===== config.mk =====
export PLATFORM = sky130hd
export DESIGN_NAME = oag_operand_address_generator
export DESIGN_NICKNAME = d
export VERILOG_FILES = /design/src/shared/oag_pkg.sv /design/src/design/oag_operand_address_generator.sv
export SDC_FILE = /design/constraint.sdc
export NUM_CORES = 1
export LEC_CHECK = 0
export ABC_AREA = 0
export BUFFER_PORTS_ARGS = -buffer_cell sky130_fd_sc_hd__buf_2
export CAP_MARGIN = 0
export CORE_AREA = 5 5 184 186
export DETAILED_ROUTE_END_ITERATION = 12
export DIE_AREA = 0 0 189 191
export PLACE_DENSITY = 0.69
export SLEW_MARGIN = 10
export SYNTH_ARGS = -nofsm -noshare
export SYNTH_HDL_FRONTEND = slang
export SYNTH_SLANG_ARGS = --single-unit
export TNS_END_PERCENT = 50

===== constraint.sdc =====
create_clock -name ref_clk -period 2.8 [get_ports ref_clk]
set_input_delay 0.42 -clock ref_clk [delete_from_list [all_inputs] [get_ports ref_clk]]
set_output_delay 0.42 -clock ref_clk [all_outputs]
set_load 0.01 [all_outputs]

===== src/shared/oag_pkg.sv =====
package oag_pkg;

   // Top sixteen bytes of a data segment
   localparam logic [7:0] OAG_REG_BASE = 8'hF0;
   localparam logic [7:0] OAG_REG_RAM_LAST = 8'hFB;
   localparam logic [7:0] OAG_ADDR_XPTR = 8'hFC;
   localparam logic [7:0] OAG_ADDR_SP = 8'hFD;
   localparam logic [7:0] OAG_ADDR_BPTR = 8'hFE;
   localparam logic [7:0] OAG_ADDR_SEG = 8'hFF;
   localparam logic [7:0] OAG_RST_PTR = 8'h00;
   localparam logic [7:0] OAG_RST_SP = 8'h6F;
   localparam logic [7:0] OAG_RST_ACC = 8'h00;
   localparam logic [14:0] OAG_RST_PC = 15'h0000;
   localparam logic [3:0] OAG_HI_NIBBLE_CLR = 4'h0;

   typedef enum logic [3:0] {
      OAG_OP_NOP = 4'h0,
      OAG_OP_LD_DIR = 4'h1,
      OAG_OP_LD_IND = 4'h2,
      OAG_OP_LD_IMM = 4'h3,
      OAG_OP_LD_BSHORT = 4'h4,
      OAG_OP_XCH_DIR = 4'h5,
      OAG_OP_XCH_IND = 4'h6,
      OAG_OP_BIT_SET = 4'h7,
      OAG_OP_BIT_CLR = 4'h8,
      OAG_OP_BIT_TST = 4'h9,
      OAG_OP_TABLE_READ = 4'hA,
      OAG_OP_ST_DIR = 4'hB
   } oag_op_t;

   typedef enum logic [1:0] {
      OAG_PM_NONE = 2'h0,
      OAG_PM_INC = 2'h1,
      OAG_PM_DEC = 2'h2
   } oag_post_t;

   typedef struct packed {
      oag_op_t op;
      logic use_x;
      oag_post_t post;
      logic [2:0] bit_sel;
      logic [7:0] operand;
   } oag_instr_t;

   typedef struct packed {
      logic rd;
      logic wr;
      logic [7:0] addr;
      logic [7:0] wdata;
   } oag_dmem_req_t;

   typedef enum logic [1:0] {
      OAG_ST_ISSUE = 2'h0,
      OAG_ST_ACCESS = 2'h1,
      OAG_ST_WRITE = 2'h2
   } oag_state_t;

endpackage : oag_pkg


===== src/design/oag_operand_address_generator.sv =====
`timescale 1ns/1ns
`default_nettype none
module oag_operand_address_generator
(
   input wire logic ref_clk,
   input wire logic sys_rst,
   input wire oag_pkg::oag_instr_t instr,
   input wire logic instr_valid,
   output logic instr_ready,
   output logic [14:0] pmem_addr,
   output logic pmem_rd,
   input wire logic [7:0] pmem_rdata,
   output oag_pkg::oag_dmem_req_t dmem_req,
   input wire logic [7:0] dmem_rdata,
   output logic [7:0] acc,
   output logic [7:0] x_ptr,
   output logic [7:0] b_ptr,
   output logic [7:0] stack_pointer,
   output logic [7:0] seg_reg,
   output logic [14:0] pc,
   output logic bit_test_result,
   output logic done
);

   oag_pkg::oag_state_t state;
   oag_pkg::oag_instr_t cur;
   logic [7:0] cur_addr;
   // General register RAM of the window, twelve bytes
   logic [7:0] reg_file [0:11];
   logic [7:0] mapped_rdata;
   logic mapped_hit;
   logic [7:0] rd_byte;
   logic is_mem_op;
   logic [7:0] next_wdata;
   logic [7:0] issue_addr;

   function automatic logic [7:0] oag_post_mod(input logic [7:0] p, input oag_pkg::oag_post_t m);
      case (m)
         oag_pkg::OAG_PM_INC: oag_post_mod = 8'(p + 8'h01);
         oag_pkg::OAG_PM_DEC: oag_post_mod = 8'(p - 8'h01);
         default: oag_post_mod = p;
      endcase
   endfunction : oag_post_mod

   function automatic logic oag_is_mem(input oag_pkg::oag_op_t o);
      case (o)
         oag_pkg::OAG_OP_LD_DIR, oag_pkg::OAG_OP_LD_IND, oag_pkg::OAG_OP_XCH_DIR,
         oag_pkg::OAG_OP_XCH_IND, oag_pkg::OAG_OP_BIT_SET, oag_pkg::OAG_OP_BIT_CLR,
         oag_pkg::OAG_OP_BIT_TST, oag_pkg::OAG_OP_ST_DIR: oag_is_mem = 1'b1;
         default: oag_is_mem = 1'b0;
      endcase
   endfunction : oag_is_mem

   function automatic logic oag_is_ind(input oag_pkg::oag_op_t o);
      oag_is_ind = (o == oag_pkg::OAG_OP_LD_IND) || (o == oag_pkg::OAG_OP_XCH_IND);
   endfunction : oag_is_ind

   // Ops that put a byte back: exchange, bit set and clear, store
   function automatic logic oag_writes_back(input oag_pkg::oag_op_t o);
      case (o)
         oag_pkg::OAG_OP_XCH_DIR,
         oag_pkg::OAG_OP_XCH_IND,
         oag_pkg::OAG_OP_BIT_SET,
         oag_pkg::OAG_OP_BIT_CLR,
         oag_pkg::OAG_OP_ST_DIR: oag_writes_back = 1'b1;
         default: oag_writes_back = 1'b0;
      endcase
   endfunction : oag_writes_back

   // Ops that need an access cycle after issue; the rest retire at once
   function automatic logic oag_needs_access(input oag_pkg::oag_op_t o);
      case (o)
         oag_pkg::OAG_OP_LD_IMM,
         oag_pkg::OAG_OP_TABLE_READ: oag_needs_access = 1'b1;
         default: oag_needs_access = oag_is_mem(o);
      endcase
   endfunction : oag_needs_access

   // The top sixteen bytes are served inside the block, never on the bus
   function automatic logic oag_in_window(input logic [7:0] a);
      oag_in_window = (a >= oag_pkg::OAG_REG_BASE);
   endfunction : oag_in_window

   // Combinational ready lets the next op in on the edge after done rises
   assign instr_ready = (state == oag_pkg::OAG_ST_ISSUE);
   assign is_mem_op = oag_is_mem(instr.op);
   assign issue_addr = oag_is_ind(instr.op) ? (instr.use_x ? x_ptr : b_ptr) : instr.operand;

   // Register-mapped window answers locally; the rest goes to data memory
   always_comb
   begin
      mapped_hit = oag_in_window(cur_addr);
      case (cur_addr)
         oag_pkg::OAG_ADDR_XPTR: mapped_rdata = x_ptr;
         oag_pkg::OAG_ADDR_SP: mapped_rdata = stack_pointer;
         oag_pkg::OAG_ADDR_BPTR: mapped_rdata = b_ptr;
         oag_pkg::OAG_ADDR_SEG: mapped_rdata = seg_reg;
         default: mapped_rdata = mapped_hit ? reg_file[cur_addr[3:0]] : 8'h00;
      endcase
      // Window bytes never depend on the bus, so stale bus data cannot leak in
      rd_byte = mapped_hit ? mapped_rdata : dmem_rdata;
   end

   // Byte to put back in the write phase
   always_comb
   begin
      case (cur.op)
         oag_pkg::OAG_OP_XCH_DIR, oag_pkg::OAG_OP_XCH_IND: next_wdata = acc;
         oag_pkg::OAG_OP_BIT_SET: next_wdata = rd_byte | (8'h01 << cur.bit_sel);
         oag_pkg::OAG_OP_BIT_CLR: next_wdata = rd_byte & ~(8'h01 << cur.bit_sel);
         oag_pkg::OAG_OP_ST_DIR: next_wdata = acc;
         default: next_wdata = rd_byte;
      endcase
   end

   // Sequencer: ops other than memory ops, immediate load and table read retire in the issue cycle
   always_ff @(posedge ref_clk)
   begin
      if (sys_rst)
      begin
         state <= oag_pkg::OAG_ST_ISSUE;
         cur <= '0;
         cur_addr <= 8'h00;
      end
      else
      begin
         case (state)
            // Anything offered outside this state is refused, not queued
            oag_pkg::OAG_ST_ISSUE:
            begin
               if (instr_valid && oag_needs_access(instr.op))
               begin
                  cur <= instr;
                  state <= oag_pkg::OAG_ST_ACCESS;
                  if (oag_is_ind(instr.op))
                     cur_addr <= instr.use_x ? x_ptr : b_ptr;
                  else
                     cur_addr <= instr.operand;
               end
            end
            oag_pkg::OAG_ST_ACCESS:
            begin
               if (oag_writes_back(cur.op))
                  state <= oag_pkg::OAG_ST_WRITE;
               else
                  state <= oag_pkg::OAG_ST_ISSUE;
            end
            oag_pkg::OAG_ST_WRITE: state <= oag_pkg::OAG_ST_ISSUE;
            default: state <= oag_pkg::OAG_ST_ISSUE;
         endcase
      end
   end

   // Memory and program-memory strobes
   always_ff @(posedge ref_clk)
   begin
      if (sys_rst)
      begin
         dmem_req <= '0;
         pmem_rd <= 1'b0;
         pmem_addr <= oag_pkg::OAG_RST_PC;
      end
      else
      begin
         dmem_req.rd <= 1'b0;
         dmem_req.wr <= 1'b0;
         pmem_rd <= 1'b0;
         if (state == oag_pkg::OAG_ST_ISSUE && instr_valid && is_mem_op)
         begin
            // A window hit would put the bus on a byte that memory does not own
            dmem_req.rd <= (instr.op != oag_pkg::OAG_OP_ST_DIR)
                           && !oag_in_window(issue_addr);
            dmem_req.addr <= issue_addr;
         end
         else if (state == oag_pkg::OAG_ST_ISSUE && instr_valid
                  && instr.op == oag_pkg::OAG_OP_LD_IMM)
         begin
            pmem_rd <= 1'b1;
            pmem_addr <= 15'(pc + 15'h0001);
         end
         else if (state == oag_pkg::OAG_ST_ISSUE && instr_valid
                  && instr.op == oag_pkg::OAG_OP_TABLE_READ)
         begin
            pmem_rd <= 1'b1;
            pmem_addr <= {pc[14:8], acc};
         end
         // A bit op that changes nothing skips the bus write
         else if (state == oag_pkg::OAG_ST_ACCESS && !mapped_hit
                  && oag_is_mem(cur.op) && next_wdata != rd_byte)
         begin
            dmem_req.wr <= 1'b1;
            dmem_req.wdata <= next_wdata;
         end
         else if (state == oag_pkg::OAG_ST_ACCESS && !mapped_hit
                  && (cur.op == oag_pkg::OAG_OP_XCH_DIR || cur.op == oag_pkg::OAG_OP_XCH_IND
                      || cur.op == oag_pkg::OAG_OP_ST_DIR))
         begin
            dmem_req.wr <= 1'b1;
            dmem_req.wdata <= next_wdata;
         end
      end
   end

   // Accumulator and program counter
   always_ff @(posedge ref_clk)
   begin
      if (sys_rst)
      begin
         acc <= oag_pkg::OAG_RST_ACC;
         pc <= oag_pkg::OAG_RST_PC;
         bit_test_result <= 1'b0;
         done <= 1'b0;
      end
      else
      begin
         done <= 1'b0;
         if (state == oag_pkg::OAG_ST_ISSUE && instr_valid && !oag_needs_access(instr.op))
         begin
            pc <= 15'(pc + 15'h0001);
            done <= 1'b1;
         end
         if (state == oag_pkg::OAG_ST_ACCESS)
         begin
            case (cur.op)
               oag_pkg::OAG_OP_LD_DIR, oag_pkg::OAG_OP_LD_IND,
               oag_pkg::OAG_OP_XCH_DIR, oag_pkg::OAG_OP_XCH_IND: acc <= rd_byte;
               oag_pkg::OAG_OP_LD_IMM: acc <= pmem_rdata;
               // Table data lands here; the pc low byte never leaves its register
               oag_pkg::OAG_OP_TABLE_READ: acc <= pmem_rdata;
               oag_pkg::OAG_OP_BIT_TST: bit_test_result <= rd_byte[cur.bit_sel];
               default: acc <= acc;
            endcase
            // Table read advances pc by one like a single-byte op; immediate load advances it by two
            pc <= (cur.op == oag_pkg::OAG_OP_LD_IMM) ? 15'(pc + 15'h0002)
                                                     : 15'(pc + 15'h0001);
            // Write-back ops retire a cycle later, from the write phase
            if (!oag_writes_back(cur.op))
               done <= 1'b1;
         end
         if (state == oag_pkg::OAG_ST_WRITE)
            done <= 1'b1;
      end
   end

   // Pointers and register-mapped RAM
   always_ff @(posedge ref_clk)
   begin
      if (sys_rst)
      begin
         // X and B pointers come out of reset at the bottom of the segment; the stack pointer at 6F
         x_ptr <= oag_pkg::OAG_RST_PTR;
         b_ptr <= oag_pkg::OAG_RST_PTR;
         stack_pointer <= oag_pkg::OAG_RST_SP;
         seg_reg <= oag_pkg::OAG_RST_PTR;
         for (int i = 0; i < 12; i++)
            reg_file[i] <= 8'h00;
      end
      else
      begin
         // Short load reaches only the primary pointer
         if (state == oag_pkg::OAG_ST_ISSUE && instr_valid
             && instr.op == oag_pkg::OAG_OP_LD_BSHORT)
            b_ptr <= {oag_pkg::OAG_HI_NIBBLE_CLR, instr.operand[3:0]};
         // Post-modify lands at the end of the access, after the old value was used
         if (state == oag_pkg::OAG_ST_ACCESS && oag_is_ind(cur.op))
         begin
            if (cur.use_x)
               x_ptr <= oag_post_mod(x_ptr, cur.post);
            else
               b_ptr <= oag_post_mod(b_ptr, cur.post);
         end
         // Writes into the mapped window; a post-modify of the same pointer is overridden
         if (state == oag_pkg::OAG_ST_ACCESS && mapped_hit && oag_writes_back(cur.op))
         begin
            case (cur_addr)
               oag_pkg::OAG_ADDR_XPTR: x_ptr <= next_wdata;
               oag_pkg::OAG_ADDR_SP: stack_pointer <= next_wdata;
               oag_pkg::OAG_ADDR_BPTR: b_ptr <= next_wdata;
               oag_pkg::OAG_ADDR_SEG: seg_reg <= next_wdata;
               default: reg_file[cur_addr[3:0]] <= next_wdata;
            endcase
         end
      end
   end

endmodule : oag_operand_address_generator
`default_nettype wire


-- Word-level counts from Yosys, hierarchy flattened
Memory sizes are Yosys's and may differ from the RTL's. A register that Yosys moved wholly into a read port is not among the register bits.
Index checks and enable logic that the tools add are counted.
- register bits: 111
- bits in writable memories: 96
- memory bits (read-only): 64
- input bits: 37
- output and inout port bits: 92
- logic and storage cells: 174
- memories: 5
- $add $sub $neg: 6
- $lt $le $gt $ge: 3
- equal/unequal tests: 26
- shift-type cells: 1
- mux-type cells: 63
- bitwise logic cells: 6
- reduce and logical (&&, ||, !) cells: 44
- memory list (name ; words ; width ; rd ports ; clocked after Yosys merged registers in ; wr ports ; RTL line ; text):
    reg_file ; 12 ; 8 ; 1 ; 1 ; 12 ; oag_operand_address_generator.sv:29 ; logic [7:0] reg_file [0:11];
    (name not given) ; 16 ; 1 ; 1 ; 0 ; 0 ; oag_operand_address_generator.sv:46 ; case (o)
    (name not given) ; 16 ; 1 ; 1 ; 1 ; 0 ; oag_operand_address_generator.sv:46 ;
    (name not given) ; 16 ; 1 ; 1 ; 0 ; 0 ; oag_operand_address_generator.sv:46 ;
    (name not given) ; 16 ; 1 ; 1 ; 0 ; 0 ; oag_operand_address_generator.sv:46 ;
- operators by type and width (kind ; count):
    2-to-1 mux 8 bit ; 15
    2-to-1 mux 15 bit ; 5
    case mux 8 bit (2 select lines) ; 3
    == test 8 bit, second input constant ; 4
    case mux 8 bit (4 select lines) ; 1
    2-to-1 mux 1 bit ; 29
    case mux 8 bit (3 select lines) ; 1
    == test 4 x 3 -> 1 bit, second input constant ; 5
    == test 4 bit, second input constant ; 5
    2-to-1 mux 4 bit ; 5
    adder 8 x 1 -> 8 bit, second input constant ; 2
    == test 4 x 2 -> 1 bit, second input constant ; 4
    >= comparator 8 bit, second input constant ; 2
    subtractor 8 x 1 -> 8 bit, second input constant ; 2
    adder 15 x 1 -> 15 bit, second input constant ; 1
    adder 15 x 2 -> 15 bit, second input constant ; 1
    logical AND 1 bit ; 15
    AND reduction 2 bit ; 6
    OR reduction 4 bit ; 3
    bitwise AND 8 bit ; 1
    != test 8 bit ; 1
    NOT 8 bit ; 1
    bitwise OR 8 bit ; 1
    nonzero test 2 bit ; 4
    other kinds (19) ; 32

-- Depth between registers and ports, before layout
Gate-level depths: netlist of run 1.
- depth after elaboration: 11
- gate-level depth with buffers: 14
- gate-level depth less buffers: 13

-- Worst setup path before layout of run 1
OpenSTA, ideal clock, no wires.
- kind: register to register
- start point: register (tool-made name)
- end point: memory reg_file[12][1] (data pin)
- arrival: 2.686 ns
- data required time: 2.524 ns
- setup slack: -0.162 ns
- stages on the path, launching flop included: 11
- clock period less this slack: 2.962 ns
- cell sequence: dfxtp_1 -> clkbuf_1 -> buf_1 -> mux4_2 -> mux2i_1 -> o22ai_1 -> nor2_1 -> o21ai_0 -> a22oi_1 -> clkbuf_1 -> inv_1
- RTL lines (what ; RTL line):
    end: declaration ; oag_operand_address_generator.sv:29

==> flow_metrics.env, run 1 <==
export IMPL_status="complete, but fails checks"
export IMPL_violations="negative setup slack"
export IMPL_hold_viol=0
export IMPL_grt_use_total=0.195
export IMPL_clk_path_buf_depth=3
export IMPL_cts_tree="built"
export IMPL_gr_total_overflow=0
export IMPL_p_seq_frac=0.465
export IMPL_final_common_cell="nor2_1"
export IMPL_synth_top_cell_by_area="edfxtp_1"
export IMPL_power_leakage_uw=0.00639
export IMPL_vias=10195
export IMPL_top_register="reg_file"
export IMPL_worstHoldPathType="input port to register"
export IMPL_routed_wl_um=37000
export IMPL_start_util=0.384
export IMPL_synth_seq_area_share=0.499
export IMPL_clock_skew_ns=0.0190
export IMPL_drv_slew=0
export IMPL_antenna_cells=0
export IMPL_start_kind="register"
export IMPL_grt_pass1_vias=9857
export IMPL_hpwl_um=27400
export IMPL_synth_edf_count=128
export IMPL_total_power_uw=8570
export IMPL_drc_errors=0
export IMPL_yosysWarnings=0
export IMPL_netlist_area_leader_share=0.311
export IMPL_ant_nets=0
export IMPL_rsz0062_at_grt="yes"
export IMPL_pre_cts_ws_ns=-0.170
export IMPL_std_cell_rows=66
export IMPL_grt_max_degree=47
export IMPL_synth_cells=1177
export IMPL_ys_types=77
export IMPL_h_tree_depth=1
export IMPL_largest_reg_flops=128
export IMPL_clk_latency_ns=0.55
export IMPL_holdPathEnd="cur[11]$_SDFFE_PP0P_"
export IMPL_ys_top_cells_by_area="edfxtp_1 31%, dfxtp_1 19%, nor2_1 7.1%"
export IMPL_place_congestion=0.918
export IMPL_grtUsageMet1=0.259
export IMPL_wire_per_inst_um=19.8
export IMPL_worstMarginPinSlew_ns=0.638
export IMPL_drt_pre_antenna_iters=5
export IMPL_dieHeight_um=191
export IMPL_die_area_um2=36100
export IMPL_setup_ws_ns=-0.0830
export IMPL_reg_largest_list="reg_file x128, dmem_req x18"
export IMPL_critPathKind="register to register"
export IMPL_drt_initial_drc_count=896
export IMPL_clockRootBuffer="clkbuf_16"
export IMPL_min_period_over_period=1.03
export IMPL_p_sw_uw=2130
export IMPL_grt_pass1_wl_um=55800
export IMPL_postSynth_asyncResetShare=0
export IMPL_grt_use_met3=0.0436
export IMPL_slew_headroom=0.574
export IMPL_final_util=0.489
export IMPL_switching_share=0.248
export IMPL_ios=129
export IMPL_fin_nets=1504
export IMPL_hold_depth=3
export IMPL_clk_pin_slew_ns=0.06
export IMPL_worst_r2r_path_depth=9
export IMPL_ir_drop_v=0.000432
export IMPL_worstPathRequired_ns=3.23
export IMPL_rrSetupSlack_ns=-0.08
export IMPL_hold_start="instr[11]"
export IMPL_areaGrowthSynthToFinish_pct=27.3
export IMPL_power_share_combinational=0.130
export IMPL_r2r_end="dmem_req[0]$_SDFFE_PP0P_"
export IMPL_core_um2=32100
export IMPL_syn_avg_cell_area_um2=10.5
export IMPL_synth_seq_cells=244
export IMPL_min_period_ns=2.88
export IMPL_setup_violations_final=17
export IMPL_synth_area_um2=12300
export IMPL_fmax_mhz=347
export IMPL_chipWidth_um=189
export IMPL_crit_arrival_ns=3.31
export IMPL_clock_sinks=244
export IMPL_drive_above_1_share=0.283
export IMPL_grt_util_met2=0.319
export IMPL_pwr_density_cell_nw_per_um2=545
export IMPL_grt_busiest_layer="met2"
export IMPL_cp_max_fo=5
export IMPL_maxCapViolations=0
export IMPL_synthFlopType="edfxtp_1"
export IMPL_grt_antenna_before_repair=1
export IMPL_io_buffers=128
export IMPL_power_internal_uw=6440
export IMPL_cp_end_kind="register"
export IMPL_via_per_inst=5.45
export IMPL_final_cell_mix="230 x nor2_1, 128 x edfxtp_1, 127 x buf_2"
export IMPL_cts_made_buffers=26
export IMPL_clkPwrFrac=0.405
[worst max-delay path, cell delays in order, from the launching register on]
cell      delay (ns)
dfxtp_4         0.37
buf_6           0.14
mux4_2          0.51
mux4_2          0.50
a221oi_4        0.29
nor2b_1         0.10
a211oi_2        0.14
and4_4          0.29
a21boi_4        0.10
mux2_4          0.31
[power by group through the flow]
stage	clock [µW]	combinational (µW)	sequential (µW)
after global placement	0	986	4060
after CTS	3530	1030	3980
after floorplan	0	590	4020
after global routing	3670	1190	4000
after detailed placement	0	1010	4060
final	3470	1110	3990
[metal layers]
layer,up-vias,part of all wire,wire (µm)
met1,4902,0.42,15400
met4,2,0.036,1340
met2,432,0.46,17100
li1,4777,-,-
met3,82,0.085,3140
met5,-,0.00024,9
[cell usage after synthesis (4+ instances only)]
cell      count
mux2i_1      56
mux4_2       34
o21a_1       10
xnor2_1      13
and2_1        8
a311oi_1      6
nand2b_1      9
nand3b_1      6
a21o_1        6
xor2_1       21
a211oi_2      5
nand4b_1      4
nand4_1       5
nand3_1      17
and3_1        9
nor4_1        5
nor3_1       17
nor2b_1      24
edfxtp_1    128
or3_1         9
o211ai_1     10
ha_1         21
o21ai_0      30
mux4_1        5
dfxtp_1     116
a21oi_1      46
a211oi_1     43
o221ai_1      5
a211o_1       6
nor3b_1       5
mux2_2        5
nor2_1      234
clkbuf_1     58
nand2_1      96
inv_1        31
o22ai_1       5
buf_2         7
mux2_4        4
[kinds of logic after synthesis]
kind of cell / count (synthesis) / share of synthesized area
AND/OR/NAND/NOR: 462 / 0.170
flip-flops: 244 / 0.499
AO/OA/AOI/OAI: 205 / 0.119
multiplexers: 104 / 0.127
buffers and inverters: 104 / 0.0348
XOR/XNOR: 34 / 0.0241
adder cells (fa/ha/maj): 23 / 0.0245
other: 1 / 0.000304
[cell type report]
cell class,count,area (µm²)
clock buffer,39,785
clock inverter,8,92.6
fill,2870,16400
inverter,31,116
multi-input combinational,860,5970
sequential,244,6180
tap,408,510
timing repair buffer,281,2060
[worst max path at each step]
stage	slack [ns]	from	end
after global routing	-0.19	register	dmem_req[1]$_SDFFE_PP0P_
after global placement	-0.08	register	dmem_req[0]$_SDFFE_PP0P_
after floorplan	-0.04	register	dmem_req[0]$_SDFFE_PP0P_
after detailed placement	-0.17	register	dmem_req[1]$_SDFFE_PP0P_
after CTS	-0.06	register	dmem_req[1]$_SDFFE_PP0P_
final	-0.08	register	dmem_req[0]$_SDFFE_PP0P_
[metrics by stage]
step           instance area, µm²  setup TNS (ns)  hold WS, ns  cells
6_report                    15700          -0.891        0.133   1871
5_1_grt                     15700           -2.79        0.130   1871
4_1_cts                     15400          -0.424        0.113   1856
3_5_place_dp                14500           -2.41        0.448   1806
3_3_place_gp                14500          -0.964        0.438   1806
2_1_floorplan               12500          -0.148        0.463   1208
[timing repair]
action                     4_1_cts  5_1_grt
buffers inserted                 3       13
hold endpoints to repair         0        0
pin swaps                        2       15
setup endpoints to repair       43       91
gates resized for setup         15       38
hold buffers                     0        0
cloned                           0        2
Note: power is estimated with default switching activity, not from simulation.
==> run 2, diff against run 1 <==
- CORE_AREA: 5 5 184 186 -> 5 5 236 146
- DIE_AREA: 0 0 189 191 -> 0 0 241 151
==> run 2 against run 1 <==
  * The run still ends with negative setup slack left
  * Non-clock buffer count stayed put
  * Global-route usage rose by 1.8 points
  * First-iteration DRC count grew 43%
  * Wire length is 7.4% higher
  * Register-to-register slack worse by 0.03 ns
  * Sequential share of layout area down 0.11 points
  * Critical endpoint is now dmem_req[4]$_SDFFE_PP0P_
  * Largest power group unchanged
==> flow_metrics.env, run 2 (synthesis gave the netlist of run 1 again) <==
export IMPL_min_period_over_period=1.04
export IMPL_setup_ws_ns=-0.114
export IMPL_io_buffers=128
export IMPL_grt_max_degree=68
export IMPL_total_power_uw=8510
export IMPL_min_period_ns=2.91
export IMPL_power_leakage_uw=0.00638
export IMPL_crit_arrival_ns=3.33
export IMPL_gr_total_overflow=0
export IMPL_violations="negative setup slack"
export IMPL_worst_r2r_path_depth=9
export IMPL_hold_depth=3
export IMPL_setup_tns_final_ns=-0.807
export IMPL_fmax_mhz=343
export IMPL_cp_end_kind="register"
export IMPL_clock_skew_ns=0.0247
export IMPL_largest_reg_flops=128
export IMPL_cts_made_buffers=24
export IMPL_drc_errors=0
export IMPL_cp_max_fo=7
export IMPL_wl_met1_um=17900
export IMPL_setup_violations_final=10
export IMPL_die_area_um2=36400
export IMPL_drt_pre_antenna_iters=5
export IMPL_start_kind="register"
export IMPL_chipWidth_um=241
export IMPL_maxCapViolations=0
export IMPL_maxUsedRoutingLayer="met4"
export IMPL_ir_drop_v=0.000565
export IMPL_hold_ws_ns=0.138
export IMPL_h_tree_depth=1
export IMPL_final_common_cell="nor2_1"
export IMPL_cts_tree="built"
export IMPL_holdPathEnd="cur[9]$_SDFFE_PP0P_"
export IMPL_place_area_um2=14700
export IMPL_final_cell_mix="230 x nor2_1, 128 x edfxtp_1, 127 x buf_2"
export IMPL_hold_start="instr[9]"
export IMPL_grt_use_total=0.213
export IMPL_slowest_delay_ns=0.53
export IMPL_areaGrowthSynthToFinish_pct=27.6
export IMPL_worstMarginPinSlew_ns=0.720
export IMPL_routed_wl_um=39700
export IMPL_wl_met2_um=16100
export IMPL_cpMostUsedCell="mux4_2"
export IMPL_start_util=0.385
export IMPL_clkPwrFrac=0.401
export IMPL_core_um2=32000
export IMPL_cp_slowest_cell="mux4_2"
export IMPL_grt_antenna_before_repair=0
export IMPL_via_per_inst=5.57
export IMPL_grt_pass1_vias=9884
export IMPL_power_internal_uw=6370
export IMPL_slew_headroom=0.520
export IMPL_place_congestion=0.906
export IMPL_clk_pin_slew_ns=0.07
export IMPL_switching_share=0.252
export IMPL_power_share_combinational=0.131
export IMPL_clk_latency_ns=0.54
export IMPL_clockRootBuffer="clkbuf_16"
export IMPL_dr_wl_met3_um=4990
export IMPL_clk_path_buf_depth=3
export IMPL_vias=10492
export IMPL_p_sw_uw=2150
export IMPL_path_cells="buf_12, mux4_2, mux4_2, a221oi_4, nor2b_1, a211oi_2, and4_4, a21boi_4, mux2_4"
export IMPL_r2r_end="dmem_req[4]$_SDFFE_PP0P_"
export IMPL_cts_hold_buf=0
export IMPL_ant_nets=0
export IMPL_rsz0062_at_grt="yes"
export IMPL_worstHoldPathType="input port to register"
export IMPL_rrSetupSlack_ns=-0.11
export IMPL_final_cell_area_um2=15800
export IMPL_hold_viol=0
export IMPL_wire_per_inst_um=21.1
export IMPL_ios=129
export IMPL_fin_nets=1502
export IMPL_pwr_density_cell_nw_per_um2=540
export IMPL_drt_initial_drc_count=1279
export IMPL_drv_slew=0
export IMPL_std_cell_rows=51
export IMPL_worstPathRequired_ns=3.22
export IMPL_p_seq_frac=0.469
export IMPL_dieHeight_um=151
export IMPL_hpwl_um=30100
export IMPL_reg_largest_list="reg_file x128, dmem_req x18"
export IMPL_clock_sinks=244
export IMPL_status="complete, but fails checks"
export IMPL_drive_above_1_share=0.285
export IMPL_critPathKind="register to register"
export IMPL_grt_pass1_wl_um=59700
export IMPL_antenna_cells=0
export IMPL_top_register="reg_file"
## run 2: how the worst max path moves through the flow
stage | from | end | slack, ns | depth (start not counted)
2_1_floorplan | register | dmem_req[0]$_SDFFE_PP0P_ | -0.04 | 10
3_3_place_gp | register | reg_file[14][1]$_DFFE_PP_ | -0.14 | 10
3_5_place_dp | register | reg_file[14][1]$_DFFE_PP_ | -0.22 | 10
4_1_cts | register | dmem_req[7]$_SDFFE_PP0P_ | -0.12 | 10
5_1_grt | register | dmem_req[4]$_SDFFE_PP0P_ | -0.18 | 10
6_report | register | dmem_req[4]$_SDFFE_PP0P_ | -0.11 | 9
## run 2: repair_timing
| action | CTS | global route |
|---|---|---|
| cloned | 1 | 1 |
| endpoints found under the hold margin | 0 | 0 |
| resized for setup | 12 | 37 |
| setup buffers | 2 | 3 |
| setup endpoints to repair | 58 | 210 |
| pin swaps | 3 | 16 |
## run 2: power groups by stage
stage | Combinational, µW | Sequential [µW] | Clock, µW
final | 1110 | 3990 | 3410
after CTS | 1060 | 3990 | 3460
after global routing | 1190 | 4000 | 3610
after global placement | 1020 | 4060 | 0
after floorplan | 590 | 4020 | 0
after detailed placement | 1040 | 4060 | 0
## run 2: layout make-up
type,count,area [µm²]
flip-flops and latches,244,6180
clock inverters,13,121
repair buffers,281,2130
well taps,424,531
inverters,31,116
clock buffers,31,711
fillers,2871,16300
multi-input cells,860,5970
## run 2: worst max-delay path, delay by kind of cell, from the launching register on
| family | cells | cell delay (ns) |
|---|---|---|
| flip-flops | 1 | 0.34 |
| buffers and inverters | 1 | 0.13 |
| multiplexers | 3 | 1.34 |
| AND/OR/NAND/NOR | 2 | 0.40 |
| AO/OA/AOI/OAI | 3 | 0.59 |
## run 2: metrics by stage
stage,setup WS [ns],utilization,std cells
floorplan,-0.0350,-,1208
global route,-0.176,0.492,1884
global placement,-0.140,0.460,1833
CTS,-0.117,0.487,1880
detailed placement,-0.220,0.460,1833
finish,-0.114,0.492,1884
## run 2: metal layers
layer / global-route usage / vias to the layer above
met5: 0 / -
met1: 0.334 / 5095
met4: 0.0378 / 0
met3: 0.0642 / 49
li1: - / 4769
met2: 0.291 / 579
==> run 3, diff against run 2 <==
- PLACE_DENSITY: 0.69 -> 0.66
- clock period: 2.8 -> 2.7 ns (I/O delays scaled with it)
==> run 3 against run 2 <==
  * The run still ends with negative setup slack left
  * Combinational power up 19%
  * Sequential share of layout area down 1.5 points
  * Die area unchanged
  * Clock power about the same
  * Count of clock-buffer cells in the layout up 2
  * Critical path depth unchanged
  * Worst hold slack worse by 0.031 ns
  * Total power up 4.4%
  * Cell count up 2.4%
  * Worst setup slack worse by 0.13 ns
  * Critical endpoint is now dmem_req[0]$_SDFFE_PP0P_
  * Highest routed layer unchanged
==> flow_metrics.env, run 3 (synthesis gave the netlist of run 1 again) <==
export IMPL_status="complete, but fails checks"
export IMPL_violations="negative setup slack"
export IMPL_top_register="reg_file"
export IMPL_vias=10777
export IMPL_clk_path_buf_depth=3
export IMPL_grt_max_degree=118
export IMPL_start_util=0.385
export IMPL_via_per_inst=5.58
export IMPL_cp_max_fo=7
export IMPL_hold_viol=0
export IMPL_cp_end_kind="register"
export IMPL_cp_num_buf_inv=1
export IMPL_worstHoldPathType="input port to register"
export IMPL_h_tree_depth=1
export IMPL_areaGrowthSynthToFinish_pct=32.8
export IMPL_grt_use_total=0.216
export IMPL_core_um2=32000
export IMPL_dieHeight_um=151
export IMPL_pwr_density_cell_nw_per_um2=542
export IMPL_final_cell_mix="215 x nor2_1, 150 x buf_4, 128 x edfxtp_1"
export IMPL_grt_pass1_vias=10183
export IMPL_drt_pre_antenna_iters=8
export IMPL_min_period_over_period=1.09
export IMPL_grt_antenna_before_repair=1
export IMPL_maxCapViolations=0
export IMPL_drc_errors=0
export IMPL_hpwl_um=30700
export IMPL_slowest_delay_ns=0.53
export IMPL_worstMarginPinSlew_ns=0.647
export IMPL_antenna_cells=0
export IMPL_final_common_cell="nor2_1"
export IMPL_critPathKind="register to register"
export IMPL_clockRootBuffer="clkbuf_16"
export IMPL_drive_above_1_share=0.331
export IMPL_crit_arrival_ns=3.37
export IMPL_setup_tns_final_ns=-3.30
export IMPL_power_leakage_uw=0.00665
export IMPL_worstPathRequired_ns=3.12
export IMPL_reg_largest_list="reg_file x128, dmem_req x18"
export IMPL_routed_wl_um=40900
export IMPL_clock_sinks=244
export IMPL_largest_reg_flops=128
export IMPL_cts_made_buffers=24
export IMPL_fmax_mhz=339
export IMPL_ir_drop_v=0.000470
export IMPL_chipWidth_um=241
export IMPL_setup_violations_final=53
export IMPL_min_period_ns=2.95
export IMPL_setup_ws_ns=-0.247
export IMPL_clk_latency_ns=0.54
export IMPL_std_cell_rows=51
export IMPL_die_area_um2=36400
export IMPL_place_congestion=0.950
export IMPL_start_kind="register"
export IMPL_clk_pin_slew_ns=0.06
export IMPL_io_buffers=128
export IMPL_hold_ws_ns=0.107
export IMPL_drt_initial_drc_count=1149
export IMPL_ant_nets=0
export IMPL_clock_skew_ns=0.0164
export IMPL_slew_headroom=0.565
export IMPL_cp_slowest_cell="mux4_2"
export IMPL_cts_hold_buf=0
export IMPL_cpMostUsedCell="mux4_2"
export IMPL_grt_pass1_wl_um=60300
export IMPL_fin_nets=1548
export IMPL_fillers=2888
export IMPL_critPathTopFamily="multiplexers"
export IMPL_gr_total_overflow=0
export IMPL_rsz0062_at_grt="yes"
export IMPL_path_cells="buf_12, mux4_2, mux4_2, a221oi_4, nor2b_1, a211oi_2, and4_4, a21boi_4, mux2_4"
export IMPL_drv_slew=0
export IMPL_cts_tree="built"
export IMPL_ios=129
export IMPL_wire_per_inst_um=21.2
-- run 3: worst min-delay path, stage by stage --
cell and delay [ns]:
buf_2 0.08, mux2i_1 0.05, nor2_1 0.07
-- run 3: worst paths after layout --
| kind | from | endpoint | slack, ns | cells past startpoint |
|---|---|---|---|---|
| hold / removal | instr[8] | cur[8]$_SDFFE_PP0P_ | 0.11 | 3 |
| setup reg to reg | register | dmem_req[0]$_SDFFE_PP0P_ | -0.25 | 9 |
| setup / recovery | register | dmem_req[0]$_SDFFE_PP0P_ | -0.25 | 9 |
| hold reg to reg | pmem_addr[2]$_SDFFE_PP0P_ | pmem_addr[2]$_SDFFE_PP0P_ | 0.46 | 2 |
-- run 3: timing repair --
action,in CTS,in global routing
gates cloned,1,2
buffers inserted,9,11
endpoints found under the setup margin,173,213
gates resized for setup,49,67
pin swaps,27,25
hold endpoints to repair,0,0
-- run 3: routing by layer --
layer	up-vias	share of wire	global-route usage
li1	4885	-	-
met1	5242	0.46	0.339
met2	583	0.40	0.287
met3	67	0.12	0.0670
met4	0	0.025	0.0513
met5	-	0	0
-- run 3: layout make-up --
class / instances / area [µm²] / area share
clock inverter: 11 / 111 / 0.00679
inverter: 31 / 126 / 0.00771
tap: 424 / 531 / 0.0323
timing repair buffer: 327 / 2610 / 0.159
clock buffer: 33 / 681 / 0.0415
multi-input combinational: 860 / 6160 / 0.376
sequential: 244 / 6180 / 0.377
-- run 3: power by group --
group	internal [µW]	leakage [µW]	switching [µW]
logic	602	0.00401	716
registers	4040	0.00225	80.9
clock network	1960	0.000394	1480
-- run 3: stage by stage --
stage | std cells | setup WS [ns] | total power, µW | utilization | cell area [µm²]
floorplan | 1208 | -0.135 | 4790 | - | 12500
global placement | 1867 | -0.238 | 5310 | 0.469 | 15000
detailed placement | 1867 | -0.294 | 5340 | 0.469 | 15000
CTS | 1921 | -0.181 | 8820 | 0.501 | 16100
global route | 1930 | -0.327 | 9180 | 0.512 | 16400
finish | 1930 | -0.247 | 8880 | 0.512 | 16400
